--- src/core/pdm_cfg.svh ---
`ifndef PDM_CFG_SVH
`define PDM_CFG_SVH

// Register offsets (byte addresses, one word each)
`define PDM_OFS_CTRL     8'h00
`define PDM_OFS_IEMASK   8'h04
`define PDM_OFS_PLLCS    8'h08
`define PDM_OFS_STATUS   8'h0c

// Field positions
`define PDM_CODE_HI      15
`define PDM_CODE_LO      10
`define PDM_GIE_BIT      0
`define PDM_NONMASKABLE_INTERRUPT_ENABLE_BIT     1
`define PDM_PLL_ENABLE_BIT_BIT    0

// Power-down code values
`define PDM_CODE_NONE    6'h00
`define PDM_CODE_LT_EN   6'h09
`define PDM_CODE_LT_ANY  6'h11
`define PDM_CODE_PLLOUT  6'h1a
`define PDM_CODE_PLLIN   6'h1c

// Reset values
`define PDM_RST_PLL_ENABLE_BIT    1'h1

// Cycles from the code write to the mode taking effect
`define PDM_ENTRY_CYC    9

`endif

--- src/core/pdm_pkg.sv ---
`include "pdm_cfg.svh"

package pdm_pkg;

	// Controller states
	typedef enum logic [2:0] {
		PDM_S_LOCK,
		PDM_S_RUN,
		PDM_S_ARM,
		PDM_S_LIGHT,
		PDM_S_PLLOUT,
		PDM_S_PLLIN
	} pdm_state_e;

	// Decoded low-power modes
	typedef enum logic [2:0] {
		PDM_M_NONE,
		PDM_M_LT_EN,
		PDM_M_LT_ANY,
		PDM_M_PLLOUT,
		PDM_M_PLLIN
	} pdm_mode_e;

	typedef logic [5:0] pdm_code_t;

	// Code to mode; reserved codes fall to no mode
	function automatic pdm_mode_e pdm_decode(input pdm_code_t code);
		case (code)
			`PDM_CODE_LT_EN:  pdm_decode = PDM_M_LT_EN;
			`PDM_CODE_LT_ANY: pdm_decode = PDM_M_LT_ANY;
			`PDM_CODE_PLLOUT: pdm_decode = PDM_M_PLLOUT;
			`PDM_CODE_PLLIN:  pdm_decode = PDM_M_PLLIN;
			default:          pdm_decode = PDM_M_NONE;
		endcase
	endfunction : pdm_decode

endpackage : pdm_pkg

--- src/core/pdm_ctrl.sv ---
`timescale 1ns/1ps
`default_nettype none
`include "pdm_cfg.svh"

module pdm_ctrl #(
	parameter int unsigned IRQW      = 16,
	parameter int unsigned ENTRY_CYC = `PDM_ENTRY_CYC
) (
	// Clock and reset
	input  wire logic            clk_i,
	input  wire logic            rstn_i,
	// Register port
	input  wire logic [7:0]      addr_i,
	input  wire logic [31:0]     wdata_i,
	input  wire logic            we_i,
	input  wire logic            re_i,
	output logic [31:0]          rdata_o,
	// CPU side
	input  wire logic [31:0]     pc_i,
	input  wire logic [IRQW-1:0] irq_i,
	output logic [31:0]          resume_pc_o,
	output logic                 resume_o,
	output logic                 isr_req_o,
	output pdm_pkg::pdm_mode_e   mode_o,
	// PLL side
	input  wire logic            pll_lock_i,
	output logic                 pll_enable_o,
	output logic                 pll_out_stop_o,
	output logic                 pll_in_stop_o,
	// Clock gates and freeze
	output logic                 cpu_clk_en_o,
	output logic                 intr_clk_en_o,
	output logic                 dma_clk_en_o,
	output logic                 io_freeze_o
);
	import pdm_pkg::*;

	// ------------------------------------------------------------
	// State record
	// ------------------------------------------------------------

	typedef struct packed {
		pdm_state_e      st;
		pdm_code_t       code;
		logic            global_interrupt_enable;
		logic [IRQW-1:0] mask;
		logic            pll_en;
		pdm_mode_e       pend;
		logic [31:0]     entry_pc;
		logic [31:0]     rdata;
		logic            resume;
		logic            isr;
	} pdm_ctrl_s;

	pdm_ctrl_s s_q;
	pdm_ctrl_s s_d;

	// ------------------------------------------------------------
	// Helpers
	// ------------------------------------------------------------

	logic      wr_ctrl;
	logic      wr_mask;
	logic      wr_pll;
	logic      deep;
	logic      light;
	logic      tmr_start;
	logic      tmr_cancel;
	logic      tmr_done;
	logic      wake;
	logic      isr_hit;
	logic      nonmaskable_interrupt_enable;
	pdm_mode_e new_mode;
	pdm_mode_e act_mode;

	// Write decodes
	assign wr_ctrl = we_i && (addr_i == `PDM_OFS_CTRL);
	assign wr_mask = we_i && (addr_i == `PDM_OFS_IEMASK);
	assign wr_pll  = we_i && (addr_i == `PDM_OFS_PLLCS);

	// State classes
	assign deep  = (s_q.st == PDM_S_PLLOUT) || (s_q.st == PDM_S_PLLIN);
	assign light = (s_q.st == PDM_S_LIGHT);

	// code field of a control-word write
	assign new_mode = pdm_decode(wdata_i[`PDM_CODE_HI:`PDM_CODE_LO]);

	assign nonmaskable_interrupt_enable = s_q.mask[`PDM_NONMASKABLE_INTERRUPT_ENABLE_BIT];

	// reserved codes neither arm nor cancel a pending entry
	assign tmr_start  = wr_ctrl && !deep && !light && (new_mode != PDM_M_NONE);
	// writing zero drops a pending entry
	assign tmr_cancel = wr_ctrl && !deep && !light
		&& (wdata_i[`PDM_CODE_HI:`PDM_CODE_LO] == `PDM_CODE_NONE);

	// ------------------------------------------------------------
	// Entry delay
	// ------------------------------------------------------------

	// mode lands a fixed delay after the write
	pdm_entry_timer #(
		.CYC      (ENTRY_CYC)
	) u_timer (
		.clk_i    (clk_i),
		.rstn_i   (rstn_i),
		.start_i  (tmr_start),
		.cancel_i (tmr_cancel),
		.done_o   (tmr_done)
	);

	// ------------------------------------------------------------
	// Wake evaluation
	// ------------------------------------------------------------

	// Interrupt logic stays clocked, so wake is seen in light mode
	pdm_wake_eval #(
		.IRQW    (IRQW)
	) u_wake (
		.light_i (light),
		.any_i   (s_q.pend == PDM_M_LT_ANY),
		.irq_i   (irq_i),
		.mask_i  (s_q.mask),
		.gie_i   (s_q.global_interrupt_enable),
		.nonmaskable_interrupt_enable_i  (nonmaskable_interrupt_enable),
		.wake_o  (wake),
		.isr_o   (isr_hit)
	);

	// ------------------------------------------------------------
	// Next state
	// ------------------------------------------------------------

	always_comb
	begin
		s_d        = s_q;
		s_d.resume = 1'b0;
		s_d.isr    = 1'b0;

		// Register writes; contents held untouched in deep modes
		// no write lands once a deep mode is active
		if (!deep)
		begin
			if (wr_ctrl)
			begin
				s_d.global_interrupt_enable = wdata_i[`PDM_GIE_BIT];
				// Code is only taken while running normally
				if (!light)
					s_d.code = wdata_i[`PDM_CODE_HI:`PDM_CODE_LO];
			end
			if (wr_mask)
				s_d.mask = wdata_i[IRQW-1:0];
			if (wr_pll)
				s_d.pll_en = wdata_i[`PDM_PLL_ENABLE_BIT_BIT];
		end

		// Read data, one cycle after the strobe
		s_d.rdata = 32'h0000_0000;
		if (re_i)
		begin
			case (addr_i)
				`PDM_OFS_CTRL:
				begin
					s_d.rdata[`PDM_CODE_HI:`PDM_CODE_LO] = s_q.code;
					s_d.rdata[`PDM_GIE_BIT] = s_q.global_interrupt_enable;
				end
				`PDM_OFS_IEMASK:
					s_d.rdata[IRQW-1:0] = s_q.mask;
				`PDM_OFS_PLLCS:
				begin
					s_d.rdata[`PDM_PLL_ENABLE_BIT_BIT] = s_q.pll_en;
					s_d.rdata[1] = pll_lock_i;
				end
				`PDM_OFS_STATUS:
				begin
					s_d.rdata[2:0] = 3'(s_q.st);
					s_d.rdata[6:4] = 3'(s_q.pend);
				end
				default:
					s_d.rdata = 32'h0000_0000;
			endcase
		end

		// Mode sequencing
		case (s_q.st)
			// hold the CPU until the PLL has relocked
			PDM_S_LOCK:
			begin
				if (pll_lock_i || !s_q.pll_en)
					s_d.st = PDM_S_RUN;
			end
			// normal running until a defined code arrives
			PDM_S_RUN:
			begin
				if (tmr_start)
				begin
					s_d.pend = new_mode;
					s_d.st   = PDM_S_ARM;
				end
			end
			PDM_S_ARM:
			begin
				if (tmr_start)
					s_d.pend = new_mode;
				else if (tmr_cancel)
				begin
					s_d.pend = PDM_M_NONE;
					s_d.st   = PDM_S_RUN;
				end
				else if (tmr_done)
				begin
					// remember where the mode took effect
					s_d.entry_pc = pc_i;
					case (s_q.pend)
						PDM_M_LT_EN,
						PDM_M_LT_ANY:
							s_d.st = PDM_S_LIGHT;
						PDM_M_PLLOUT:
							s_d.st = s_q.pll_en ? PDM_S_PLLOUT : PDM_S_RUN;
						PDM_M_PLLIN:
							s_d.st = s_q.pll_en ? PDM_S_PLLIN : PDM_S_RUN;
						default:
							s_d.st = PDM_S_RUN;
					endcase
					// Bypassed deep entry falls back to running, nothing pending
					if (s_d.st == PDM_S_RUN)
						s_d.pend = PDM_M_NONE;
				end
			end
			PDM_S_LIGHT:
			begin
				if (wake)
				begin
					s_d.isr    = isr_hit;
					// direct resume at the entry instruction
					s_d.resume = 1'b1;
					s_d.code   = `PDM_CODE_NONE;
					s_d.pend   = PDM_M_NONE;
					s_d.st     = PDM_S_RUN;
				end
			end
			PDM_S_PLLOUT,
			PDM_S_PLLIN:
				s_d.st = s_q.st;
			default:
				s_d.st = PDM_S_RUN;
		endcase
	end

	// ------------------------------------------------------------
	// State register
	// ------------------------------------------------------------

	// Device reset is the only way out of the deep modes
	always_ff @(posedge clk_i)
	begin
		if (!rstn_i)
		begin
			s_q        <= '0;
			s_q.st     <= PDM_S_LOCK;
			s_q.code   <= `PDM_CODE_NONE;
			s_q.pll_en <= `PDM_RST_PLL_ENABLE_BIT;
			s_q.pend   <= PDM_M_NONE;
		end
		else
			s_q <= s_d;
	end

	// ------------------------------------------------------------
	// Outputs
	// ------------------------------------------------------------

	// Mode in force, seen by the rest of the chip
	always_comb
	begin
		case (s_q.st)
			PDM_S_LIGHT:  act_mode = s_q.pend;
			PDM_S_PLLOUT: act_mode = PDM_M_PLLOUT;
			PDM_S_PLLIN:  act_mode = PDM_M_PLLIN;
			default:      act_mode = PDM_M_NONE;
		endcase
	end

	assign mode_o = act_mode;

	// Register values and answers
	assign rdata_o      = s_q.rdata;
	assign resume_pc_o  = s_q.entry_pc;
	assign resume_o     = s_q.resume;
	assign isr_req_o    = s_q.isr;
	assign pll_enable_o = s_q.pll_en;

	// CPU clock gated in light and deep modes, and in lock wait
	assign cpu_clk_en_o  = (s_q.st == PDM_S_RUN) || (s_q.st == PDM_S_ARM);
	// interrupt logic stays clocked in light mode
	assign intr_clk_en_o = !deep;
	// DMA engine keeps its clock in light mode
	assign dma_clk_en_o  = !deep;

	assign pll_out_stop_o = (s_q.st == PDM_S_PLLOUT);
	assign pll_in_stop_o  = (s_q.st == PDM_S_PLLIN);

	// synchronous functional outputs hold their last value
	// asynchronous peripherals ignore this freeze by design
	assign io_freeze_o = deep;

endmodule : pdm_ctrl

`default_nettype wire

--- src/core/pdm_entry_timer.sv ---
`timescale 1ns/1ps
`default_nettype none
`include "pdm_cfg.svh"

module pdm_entry_timer #(
	parameter int unsigned CYC = `PDM_ENTRY_CYC
) (
	// Clock and reset
	input  wire logic clk_i,
	input  wire logic rstn_i,
	// Control
	input  wire logic start_i,
	input  wire logic cancel_i,
	// Result
	output logic      done_o
);
	import pdm_pkg::*;

	typedef struct packed {
		logic [7:0] cnt;
	} pdm_tmr_s;

	pdm_tmr_s st_q;
	pdm_tmr_s st_d;

	// Done in the last counted cycle, so the mode lands on edge CYC
	assign done_o = (st_q.cnt == 8'h01) && !start_i && !cancel_i;

	// Down counter; a fresh start restarts the full delay
	always_comb
	begin
		st_d = st_q;
		if (cancel_i)
			st_d.cnt = 8'h00;
		else if (start_i)
			st_d.cnt = 8'(CYC);
		else if (st_q.cnt != 8'h00)
			st_d.cnt = st_q.cnt - 8'h01;
	end

	always_ff @(posedge clk_i)
	begin
		if (!rstn_i)
			st_q <= '0;
		else
			st_q <= st_d;
	end

endmodule : pdm_entry_timer

`default_nettype wire

--- src/core/pdm_wake_eval.sv ---
`timescale 1ns/1ps
`default_nettype none

module pdm_wake_eval #(
	parameter int unsigned IRQW = 16
) (
	// Active light mode and interrupt state
	input  wire logic            light_i,
	input  wire logic            any_i,
	input  wire logic [IRQW-1:0] irq_i,
	input  wire logic [IRQW-1:0] mask_i,
	input  wire logic            gie_i,
	input  wire logic            nonmaskable_interrupt_enable_i,
	// Verdict
	output logic                 wake_o,
	output logic                 isr_o
);
	import pdm_pkg::*;

	logic enabled_hit;
	logic any_hit;

	// Enabled means unmasked in the enable mask
	assign enabled_hit = |(irq_i & mask_i);
	assign any_hit     = |irq_i;

	// Wake and service decision
	always_comb
	begin
		wake_o = 1'b0;
		isr_o  = 1'b0;
		if (light_i)
		begin
			wake_o = any_i ? any_hit : enabled_hit;
			isr_o  = enabled_hit && gie_i && nonmaskable_interrupt_enable_i;
		end
	end

endmodule : pdm_wake_eval

`default_nettype wire

--- config.mk ---
export PLATFORM = sky130hd
export DESIGN_NAME = pdm_ctrl
export DESIGN_NICKNAME = d
export VERILOG_FILES = /design/src/core/pdm_pkg.sv /design/src/core/pdm_ctrl.sv /design/src/core/pdm_entry_timer.sv /design/src/core/pdm_wake_eval.sv
export VERILOG_INCLUDE_DIRS = /design/src /design/src/core
export SDC_FILE = /design/constraint.sdc
export NUM_CORES = 1
export LEC_CHECK = 0
export BUFFER_PORTS_ARGS = -buffer_cell sky130_fd_sc_hd__buf_2
export CAP_MARGIN = 25
export CORE_MARGIN = 2
export CORE_UTILIZATION = 46
export CTS_BUF_LIST = sky130_fd_sc_hd__clkbuf_8
export DETAILED_ROUTE_END_ITERATION = 16
export PLACE_DENSITY = 0.86
export SYNTH_ARGS = -nofsm -noshare
export SYNTH_HDL_FRONTEND = slang
export SYNTH_SLANG_ARGS = --single-unit
--- constraint.sdc ---
create_clock -name clk_i -period 2.9 [get_ports clk_i]
set_clock_uncertainty 0.15 [all_clocks]
set_input_delay 0.725 -clock clk_i [delete_from_list [all_inputs] [get_ports clk_i]]
set_output_delay 0.725 -clock clk_i [all_outputs]
set_load 0.02 [all_outputs]
## Word level (Yosys, flattened, before mapping)

Index checks and enable logic that the tools add are counted.

| cells by class | value |
|---|---|
| bitwise gates (word level) | 6 |
| add/sub/neg operators | 1 |
| equal/unequal tests | 25 |
| reduce and logical (&&, ||, !) cells | 42 |
| mux-type cells | 39 |

Operator list:

| cell | count |
|---|---|
| 2-to-1 mux 3 bit | 16 |
| 2-to-1 mux 35 bit | 1 |
| OR reduction 16 bit | 2 |
| one-hot mux 3 bit (3 select lines) | 3 |
| 2-to-1 mux 24 bit | 1 |
| equality test 6 x 5 -> 1 bit, second input constant | 3 |
| bitwise AND 16 bit | 1 |
| equality test 8 x 4 -> 1 bit, second input constant | 2 |
| 2-to-1 mux 16 bit | 1 |
| one-hot mux 3 bit (5 select lines) | 1 |
| equality test 3 x 2 -> 1 bit, second input constant | 4 |
| 2-to-1 mux 6 bit | 2 |
| one-hot mux 3 bit (4 select lines) | 1 |
| one-hot mux 6 bit (2 select lines) | 1 |
| logical AND 1 bit | 11 |
| AND reduction 2 bit | 5 |
| equality test 3 x 1 -> 1 bit, second input constant | 3 |
| equality test 3 bit, second input constant | 3 |
| 2-to-1 mux 9 bit | 1 |
| equality test 8 x 1 -> 1 bit, second input constant | 1 |
| equality test 8 x 3 -> 1 bit, second input constant | 1 |
| logical NOT 8 bit | 1 |
| 2-to-1 mux 4 bit | 2 |
| inequality test 4 x 2 -> 1 bit, second input constant | 2 |
| 26 further kinds | 44 |

| word-level totals | value |
|---|---|
| register bits | 104 |
| input port bits | 93 |

## Longest topological paths before layout

Gate-level depths: netlist of the first run.

| depth | value |
|---|---|
| depth after elaboration | 19 |
| depth in mapped cells | 9 |

## Modules after synthesis

Synthesis of the first run repeated with hierarchy kept, for this count alone.

| unflattened totals | value |
|---|---|
| cell total of the unflattened synthesis | 544 |
| area total of the unflattened synthesis | 4498.1 um^2 |

By module, submodules not included:

| module | area each (um^2) | cells each | times used |
|---|---|---|---|
| pdm_ctrl | 3918.8 | 477 | 1 |
| pdm_entry_timer | 429.2 | 48 | 1 |
| pdm_wake_eval | 150.1 | 19 | 1 |

## Least setup slack after synthesis of the first run

No wires, ideal clock.

| timing path | value |
|---|---|
| path kind | input to register |
| from | input wdata_i[10] |
| to | register s_q[66] (netlist bit) |
| arrival | 2569 ps |
| path slack | 57 ps |
| library setup time | 123 ps |
| cell stages on the path | 8 |
| path buffers | 2 |
| required time | 2627 ps |
| cells stage by stage | clkbuf_1 -> or4b_1 -> o21ai_2 -> nand3_2 -> o211a_1 -> or4_4 -> buf_6 -> mux2i_1 |

| between the ends | value |
|---|---|
| word-level cells in the longest chain between the ends | 9 |
| elaborated cells on any way between the ends | 21 |
| those cells by class | eq/ne: 7; mux: 5; reduce/logical: 9 |

Ends and longest elaborated chain:

| item | RTL line | source |
|---|---|---|
| start, declared | pdm_ctrl.sv:14 | `input wire logic [31:0] wdata_i,` |
| equality test 6 x 5 -> 1 bit / equality test 6 x 4 -> 1 bit (equally long branches) | pdm_pkg.sv:28 | `case (code)` |
| one-hot mux 3 bit (4 select lines) | pdm_pkg.sv:28 |  |
| nonzero test 3 bit | pdm_ctrl.sv:91 | `assign tmr_start = wr_ctrl && !deep && !light && (new_mode != PDM_M_NONE);` |
| logical AND 1 bit | pdm_ctrl.sv:91 |  |
| logical NOT 1 bit | pdm_entry_timer.sv:27 | `assign done_o = (st_q.cnt == 8'h01) && !start_i && !cancel_i;` |
| logical AND 1 bit (2 in a row) | pdm_entry_timer.sv:27 |  |
| inequality test 4 x 2 -> 1 bit (no source line) | - |  |
| AND reduction 5 bit (no source line) | - |  |
| end, declared | pdm_ctrl.sv:55 | `pdm_ctrl_s s_q;` |

Several ways; a longest one is shown, not always the timed one. The select of a mux whose other input is x is not followed.
A chain may end at the register's enable or synchronous reset.

## Worst setup path in the final report of the first run

| timing path | value |
|---|---|
| from | input wdata_i[10] |
| to | register s_q[94] (netlist bit) |

| between the ends | value |
|---|---|
| word-level cells in the longest chain between the ends | 9 |
| elaborated cells on any way between the ends | 20 |
| those cells by class | eq/ne: 7; mux: 4; reduce/logical: 9 |

Ends and longest elaborated chain:

| item | RTL line |
|---|---|
| equality test 6 x 5 -> 1 bit / equality test 6 x 4 -> 1 bit (equally long branches) | pdm_pkg.sv:28 |
| one-hot mux 3 bit (4 select lines) | pdm_pkg.sv:28 |
| nonzero test 3 bit | pdm_ctrl.sv:91 |
| logical AND 1 bit | pdm_ctrl.sv:91 |
| logical NOT 1 bit | pdm_entry_timer.sv:27 |
| logical AND 1 bit (2 in a row) | pdm_entry_timer.sv:27 |
| inequality test 3 x 2 -> 1 bit (no source line) | - |
| AND reduction 6 bit (no source line) | - |

Several ways; a longest one is shown, not always the timed one. The select of a mux whose other input is x is not followed.

==> reports/results.ini, run 1 <==
[setup_path]
arrival_ns=2.81
critPathRequiredTime_ns=3.04
end_kind=flop
crit_fanout=7
path_cells=buf_2, nor4_1, nand2_1, o31ai_1, a21oi_1, a2111oi_1, buf_4, mux2i_1
cp.buffers_inverters=2
crit_path_max_incr_delay_ns=0.46
critPathLaunchType=input pin
slowest_stage=a2111oi_1
critPathKind=in2reg
cpLargestDelayFamily=compound AO/OA/AOI/OAI gates

[clock_tree]
cts_buffers=9
clk_latency_ns=0.36
cts_root_buffer=clkbuf_8
cts_tree=done
clkTransAtPathRegs_ns=0.08
htreeDepth=3
cts_buffer_depth=2
holdBufCountCts=0
cts.sinks=88

[detailed_routing]
drt_pass1_iterations=4
drt_iter0_drc=243
wirelength_um=10390
routed_via_density=5.075
drc=0
ant_nets=0
via_count=3674
drt-wirelength-per-cell_um=14.35

[sta]
hold_viol_final=0
fin_ws_ns=0.2335
timing.final.crit_period_ns=2.667
slew_viol_final=0
rsz0062_at_grt=false
fmax_mhz=375.0
fin_crit_sh_pct=91.95
setup_tns_ns=0
final-setup-viol-count=0

[place]
hpwl_um=8003
dp_slack_ns=-0.09907
portBuffers=136
gp_congestion=0.9208
dp.cells=708

[floorplan]
dieArea_mm2=0.01043
core_area_mm2=0.009284
rows=35
die_h_um=102.1
start_util_pct=47.72
ios=169
fp.dieW_um=102.1

[global_routing]
grt_pass1_wl_um=16090
grt_pass1_vias=3564
grt_usage_pct=19.37
grt_antenna_before_repair=0
grt_overflow=0
grt_max_degree=33

[synth]
yosysWarnings=0
ys.flop_type=dfxtp_1
syn_area_mm2=0.004430
synth_seq_area_share_pct=39.76
synthDistinctLibCells=58
ys_top_cells_by_area=dfxtp_1 40%, mux2i_1 12%, buf_4 11%
yosysMostFrequentCell=dfxtp_1
synth_edf_count=0
ys_top_cells_by_count=88 x dfxtp_1, 65 x buf_4, 54 x nand2_1, 53 x mux2i_1
synth_top_area_cell=dfxtp_1
avgSynthCellArea_um2=9.023
syn_inst=491
async_flop_share_pct=0
ys_seq_elements=88
synth_top_area_share_pct=39.76

[finish]
areaGrowthSynthToFinish_pct=16.58
nets=686
diodes=0
n_fill_cell=831
fin_cells=724
drive_gt1_share_pct=31.60

[worst_hold_path]
holdCritPathClass=reg2reg

[pwr]
cellLeakagePower_nw=2.525
worst_ir_drop_vdd_mv=0.2135
powerDensity_mw_per_mm2=539.7

[job]
max_cap_violations=0

[status]
status=completed

## stage by stage
step | util, % | power (W) | instance area, um^2 | hold WS [ns]
6_report | 55.63 | 0.002788 | 5165 | 0.3353
2_1_floorplan | - | 0.001793 | 4487 | 0.2708
3_3_place_gp | 53.40 | 0.001904 | 4957 | 0.3115
5_1_grt | 55.63 | 0.002928 | 5165 | 0.3476
4_1_cts | 55.57 | 0.002801 | 5159 | 0.3237
3_5_place_dp | 53.40 | 0.001946 | 4957 | 0.3102
## worst paths after layout
check	from	endpoint	slack, ns	cells past startpoint
worst max-delay path	wdata_i[10]	s_q[94]$_SDFFE_PN0P_	0.23	8
worst min-delay path	s_q[86]$_SDFFE_PN0N_	isr_req_o$_SDFF_PN0_	0.34	2
worst max register to register	s_q[94]$_SDFFE_PN0P_	s_q[94]$_SDFFE_PN0P_	0.26	7
worst min register to register	s_q[86]$_SDFFE_PN0N_	isr_req_o$_SDFF_PN0_	0.34	2
## cells by family (layout without fill, tap and decap cells)
family / count (synthesis) / count (layout) / synth area share [%]
xor gates and xnor gates: 10 / 10 / 1.977
AOI/OAI and AO/OA: 55 / 55 / 9.179
adders and majority gates: 3 / 3 / 0.8473
other: 1 / 16 / 0.08464
DFF: 88 / 88 / 39.76
muxes: 55 / 55 / 12.74
and+or+nand+nor: 185 / 185 / 21.69
buffers and inverters: 94 / 183 / 13.72
## cell usage in the layout (no fill, tap or decap), types with 3 or more instances in the layout
master | netlist | layout
a21boi_0 | 17 | 17
a21o_1 | 3 | 3
a21oi_1 | 4 | 4
a221oi_1 | 4 | 4
a22o_1 | 4 | 4
and2_1 | 6 | 6
and3_1 | 7 | 7
buf_2 | 3 | 136
buf_4 | 65 | 22
clkbuf_8 | 0 | 9
conb_1 | 1 | 16
dfxtp_1 | 88 | 88
ha_1 | 3 | 3
inv_1 | 7 | 7
inv_6 | 0 | 3
mux2i_1 | 53 | 53
nand2_1 | 54 | 54
nand2b_1 | 8 | 8
nand3_1 | 4 | 3
nand4_1 | 4 | 4
nor2_1 | 36 | 36
nor2b_1 | 36 | 36
nor3_1 | 6 | 5
nor3b_1 | 3 | 3
nor4_1 | 7 | 7
o21ai_0 | 6 | 6
or4_1 | 3 | 3
xnor2_1 | 6 | 6
xor2_1 | 4 | 4
## routing by layer
layer  vias up  track usage (%)  part of all wire [%]
li1       1786                -                     -
met2       122            35.73                    53
met4         0            9.231                   2.0
met3        21            3.283                   5.8
met5         -                0                     0
met1      1745            21.54                    39
## tightest hold or removal path: cells and delay by family, from the launching register on
kind	cells	cell delay (ns)
and+or+nand+nor	2	0.11
DFF	1	0.33
## sequential cells by signal, summed over array words and instances (netlist names)
signal / flops
isr_req_o: 1
nonmaskable_interrupt_enable: 1
pll_enable_o: 1
rdata_o: 16
resume_o: 1
resume_pc_o: 32
s_q: 28
u_timer.st_q: 8
## report_power, final
group          total [W]  internal [W]  switching [W]
sequential       0.00134       0.00127      0.0000666
clock           0.000863      0.000407       0.000456
combinational   0.000587      0.000272       0.000315
total            0.00279       0.00195       0.000838
## final cells by class
| class | count | area, um^2 | area share, % |
|---|---|---|---|
| sequential | 88 | 1762 | 34.11 |
| inverter | 7 | 26.28 | 0.5087 |
| timing repair buffer | 160 | 885.9 | 17.15 |
| clock buffer | 9 | 123.9 | 2.398 |
| tap | 129 | 161.4 | 3.125 |
| multi-input combinational | 324 | 2128 | 41.21 |
| clock inverter | 7 | 77.57 | 1.502 |
## timing repair
action / CTS / global route
setup buffers: 0 / 0
endpoints found under the hold margin: 0 / 0
resized for setup: 0 / 2
setup endpoints to repair: 0 / 3
(Power assumes the default switching activity.)
==> run 2: changes to the inputs <==
--- a/config.mk
+++ b/config.mk
@@ -10,8 +10,8 @@
 export CAP_MARGIN = 25
 export CORE_MARGIN = 2
-export CORE_UTILIZATION = 46
+export CORE_UTILIZATION = 40
 export CTS_BUF_LIST = sky130_fd_sc_hd__clkbuf_8
 export DETAILED_ROUTE_END_ITERATION = 16
-export PLACE_DENSITY = 0.86
+export PLACE_DENSITY = 0.77
 export SYNTH_ARGS = -nofsm -noshare
 export SYNTH_HDL_FRONTEND = slang
--- a/constraint.sdc
+++ b/constraint.sdc
@@ -3,3 +3,3 @@
 set_input_delay 0.725 -clock clk_i [delete_from_list [all_inputs] [get_ports clk_i]]
 set_output_delay 0.725 -clock clk_i [all_outputs]
-set_load 0.02 [all_outputs]
+set_load 0.1 [all_outputs]
==> reports/results.ini, run 2 (synthesis results as in run 1) <==
[status]
status=completed

[setup_path]
end_kind=primary output
path_cells=inv_1, nor3_2, a21o_1, buf_12
crit_path_max_incr_delay_ns=0.50  ; +0.04 ns
slowest_stage=dfxtp_1
arrival_ns=1.81  ; -1.00 ns
critPathRequiredTime_ns=2.03  ; -1.01 ns
rrSetupSlack_ns=0.44  ; +0.18 ns
critPathLaunchType=flop
crit_fanout=8  ; +1
critPathKind=reg2out

[place]
hpwl_um=7870  ; -1.7%
portBuffers=136  ; unchanged
gp_congestion=0.9058  ; -1.6%
dp_slack_ns=-0.03790  ; +0.06117 ns

[global_routing]
grt_overflow=0  ; unchanged
grt_busiest_layer=met2
grt_antenna_before_repair=0  ; unchanged
grt.met2_usage_pct=27.11  ; -8.6 points
use_met1_pct=21.27  ; -0.27 points
grt_pass1_wl_um=15840  ; -1.6%
grt_usage_pct=16.83  ; -2.5 points
grt_pass1_vias=3366  ; -5.6%
grt_max_degree=38  ; +15%
grtUsageMet3_pct=3.885  ; +0.60 points

[clock_tree]
cts.sinks=88  ; unchanged
clkTransAtPathRegs_ns=0.09  ; about the same
cts_buffer_depth=2  ; unchanged
clk_latency_ns=0.35  ; about the same
cts_tree=done
cts_setup_buffers=0  ; unchanged
cts_buffers=9  ; unchanged
htreeDepth=3  ; unchanged
cts_root_buffer=clkbuf_8

[floorplan]
fp.dieW_um=109.2  ; +7.0%
ios=169  ; unchanged
core_area_mm2=0.01084  ; +17%
dieArea_mm2=0.01193  ; +14%
start_util_pct=40.87  ; -6.9 points
die_h_um=109.2  ; +7.0%
rows=38  ; +8.6%

[finish]
final_common_cell=buf_2
largest_register_ffs=32  ; unchanged
mostFrequentLayoutCells=133 x buf_2, 88 x dfxtp_1, 54 x nand2_1, 53 x mux2i_1, 36 x nor2b_1
areaGrowthSynthToFinish_pct=18.44
nets=684  ; -0.29%
diodes=0  ; unchanged
fin_util_pct=48.41  ; -7.2 points
drive_gt1_share_pct=32.21  ; +0.61 points

[worst_hold_path]
holdCritPathClass=reg2reg

[sta]
slew_viol_final=0  ; unchanged
timing.final.crit_period_ns=2.684  ; +0.01727 ns
whs_ns=0.3309  ; -0.004380 ns
fin_crit_sh_pct=92.54  ; +0.60 points
rsz0062_at_grt=false
fin_ws_ns=0.2162  ; -0.01727 ns
fmax_mhz=372.6  ; -0.64%
final-setup-viol-count=0  ; unchanged
hold_viol_final=0  ; unchanged

[detailed_routing]
drt_pass1_iterations=4  ; unchanged
wirelength_um=10210  ; -1.7%
ant_nets=0  ; unchanged
routed_via_density=4.936  ; -2.7%
drt_iter0_drc=261  ; +7.4%
drc=0  ; unchanged
via_count=3618  ; -1.5%
drt-wirelength-per-cell_um=13.93  ; -2.9%

[pwr]
powerDensity_mw_per_mm2=574.8  ; +6.5%
cellLeakagePower_nw=2.533  ; +0.35%
worst_ir_drop_vdd_mv=0.2521  ; +18%

[job]
max_cap_violations=0  ; unchanged

-- run 2: cell types whose count changed in the layout (fill, tap and decap cells not counted), moves of 2 or more --
| cell | previous run | this run |
|---|---|---|
| clkbuf_8 | 9 | 11 |
| buf_2 | 136 | 133 |
| buf_12 | 2 | 4 |
| inv_6 | 3 | 0 |
-- run 2: worst paths after layout --
kind | start | end | cells past startpoint
hold reg to reg | s_q[86]$_SDFFE_PN0N_ | isr_req_o$_SDFF_PN0_ | 2
setup reg to reg | u_timer.st_q[3]$_SDFFE_PP0P_ | s_q[94]$_SDFFE_PN0P_ | 7
hold / removal | s_q[86]$_SDFFE_PN0N_ | isr_req_o$_SDFF_PN0_ | 2
setup / recovery | s_q[93]$_SDFFE_PN0P_ | mode_o[1] | 4
-- run 2: layout make-up --
| class | count | area [um^2] |
|---|---|---|
| fillers | 976 | 5593 |
| multi-input cells | 324 | 2151 |
| flip-flops and latches | 88 | 1762 |
| repair buffers | 158 | 903.4 |
| well taps | 140 | 175.2 |
| clock buffers | 11 | 151.4 |
| clock inverters | 5 | 78.83 |
| inverters | 7 | 26.28 |
-- run 2: through the flow --
stage	instances	TNS, ns	power, W	area (um^2)
2_1_floorplan	506	0	0.001937	4506
3_3_place_gp	717	-0.02513	0.002051	5007
3_5_place_dp	717	-0.03790	0.002081	5007
4_1_cts	733	0	0.003033	5238
5_1_grt	733	0	0.003156	5248
6_report	733	0	0.003016	5248
-- run 2: per-layer routing --
| metal | up-vias | wire [um] |
|---|---|---|
| met1 | 1693 | 4335 |
| met3 | 17 | 572 |
| met5 | - | 0 |
| met4 | 0 | 206 |
| li1 | 1790 | - |
| met2 | 118 | 5097 |
-- run 2: power by group --
group          internal (W)  switching (W)  leakage (nW)
clock              0.000531       0.000424         0.119
sequential          0.00127      0.0000603         0.711
combinational      0.000269       0.000461          1.70
-- run 2: worst max-delay path, delay by kind of cell, from the launching register on --
family                 cells  cell delay (ns)
buffers and inverters      2             0.37
and+or+nand+nor            1             0.36
DFF                        1             0.50
AOI/OAI and AO/OA          1             0.22
-- run 2: repair_timing --
item                                    CTS  global route
hold buffers                              0             0
resized for setup                         0             2
endpoints found under the setup margin    0             4
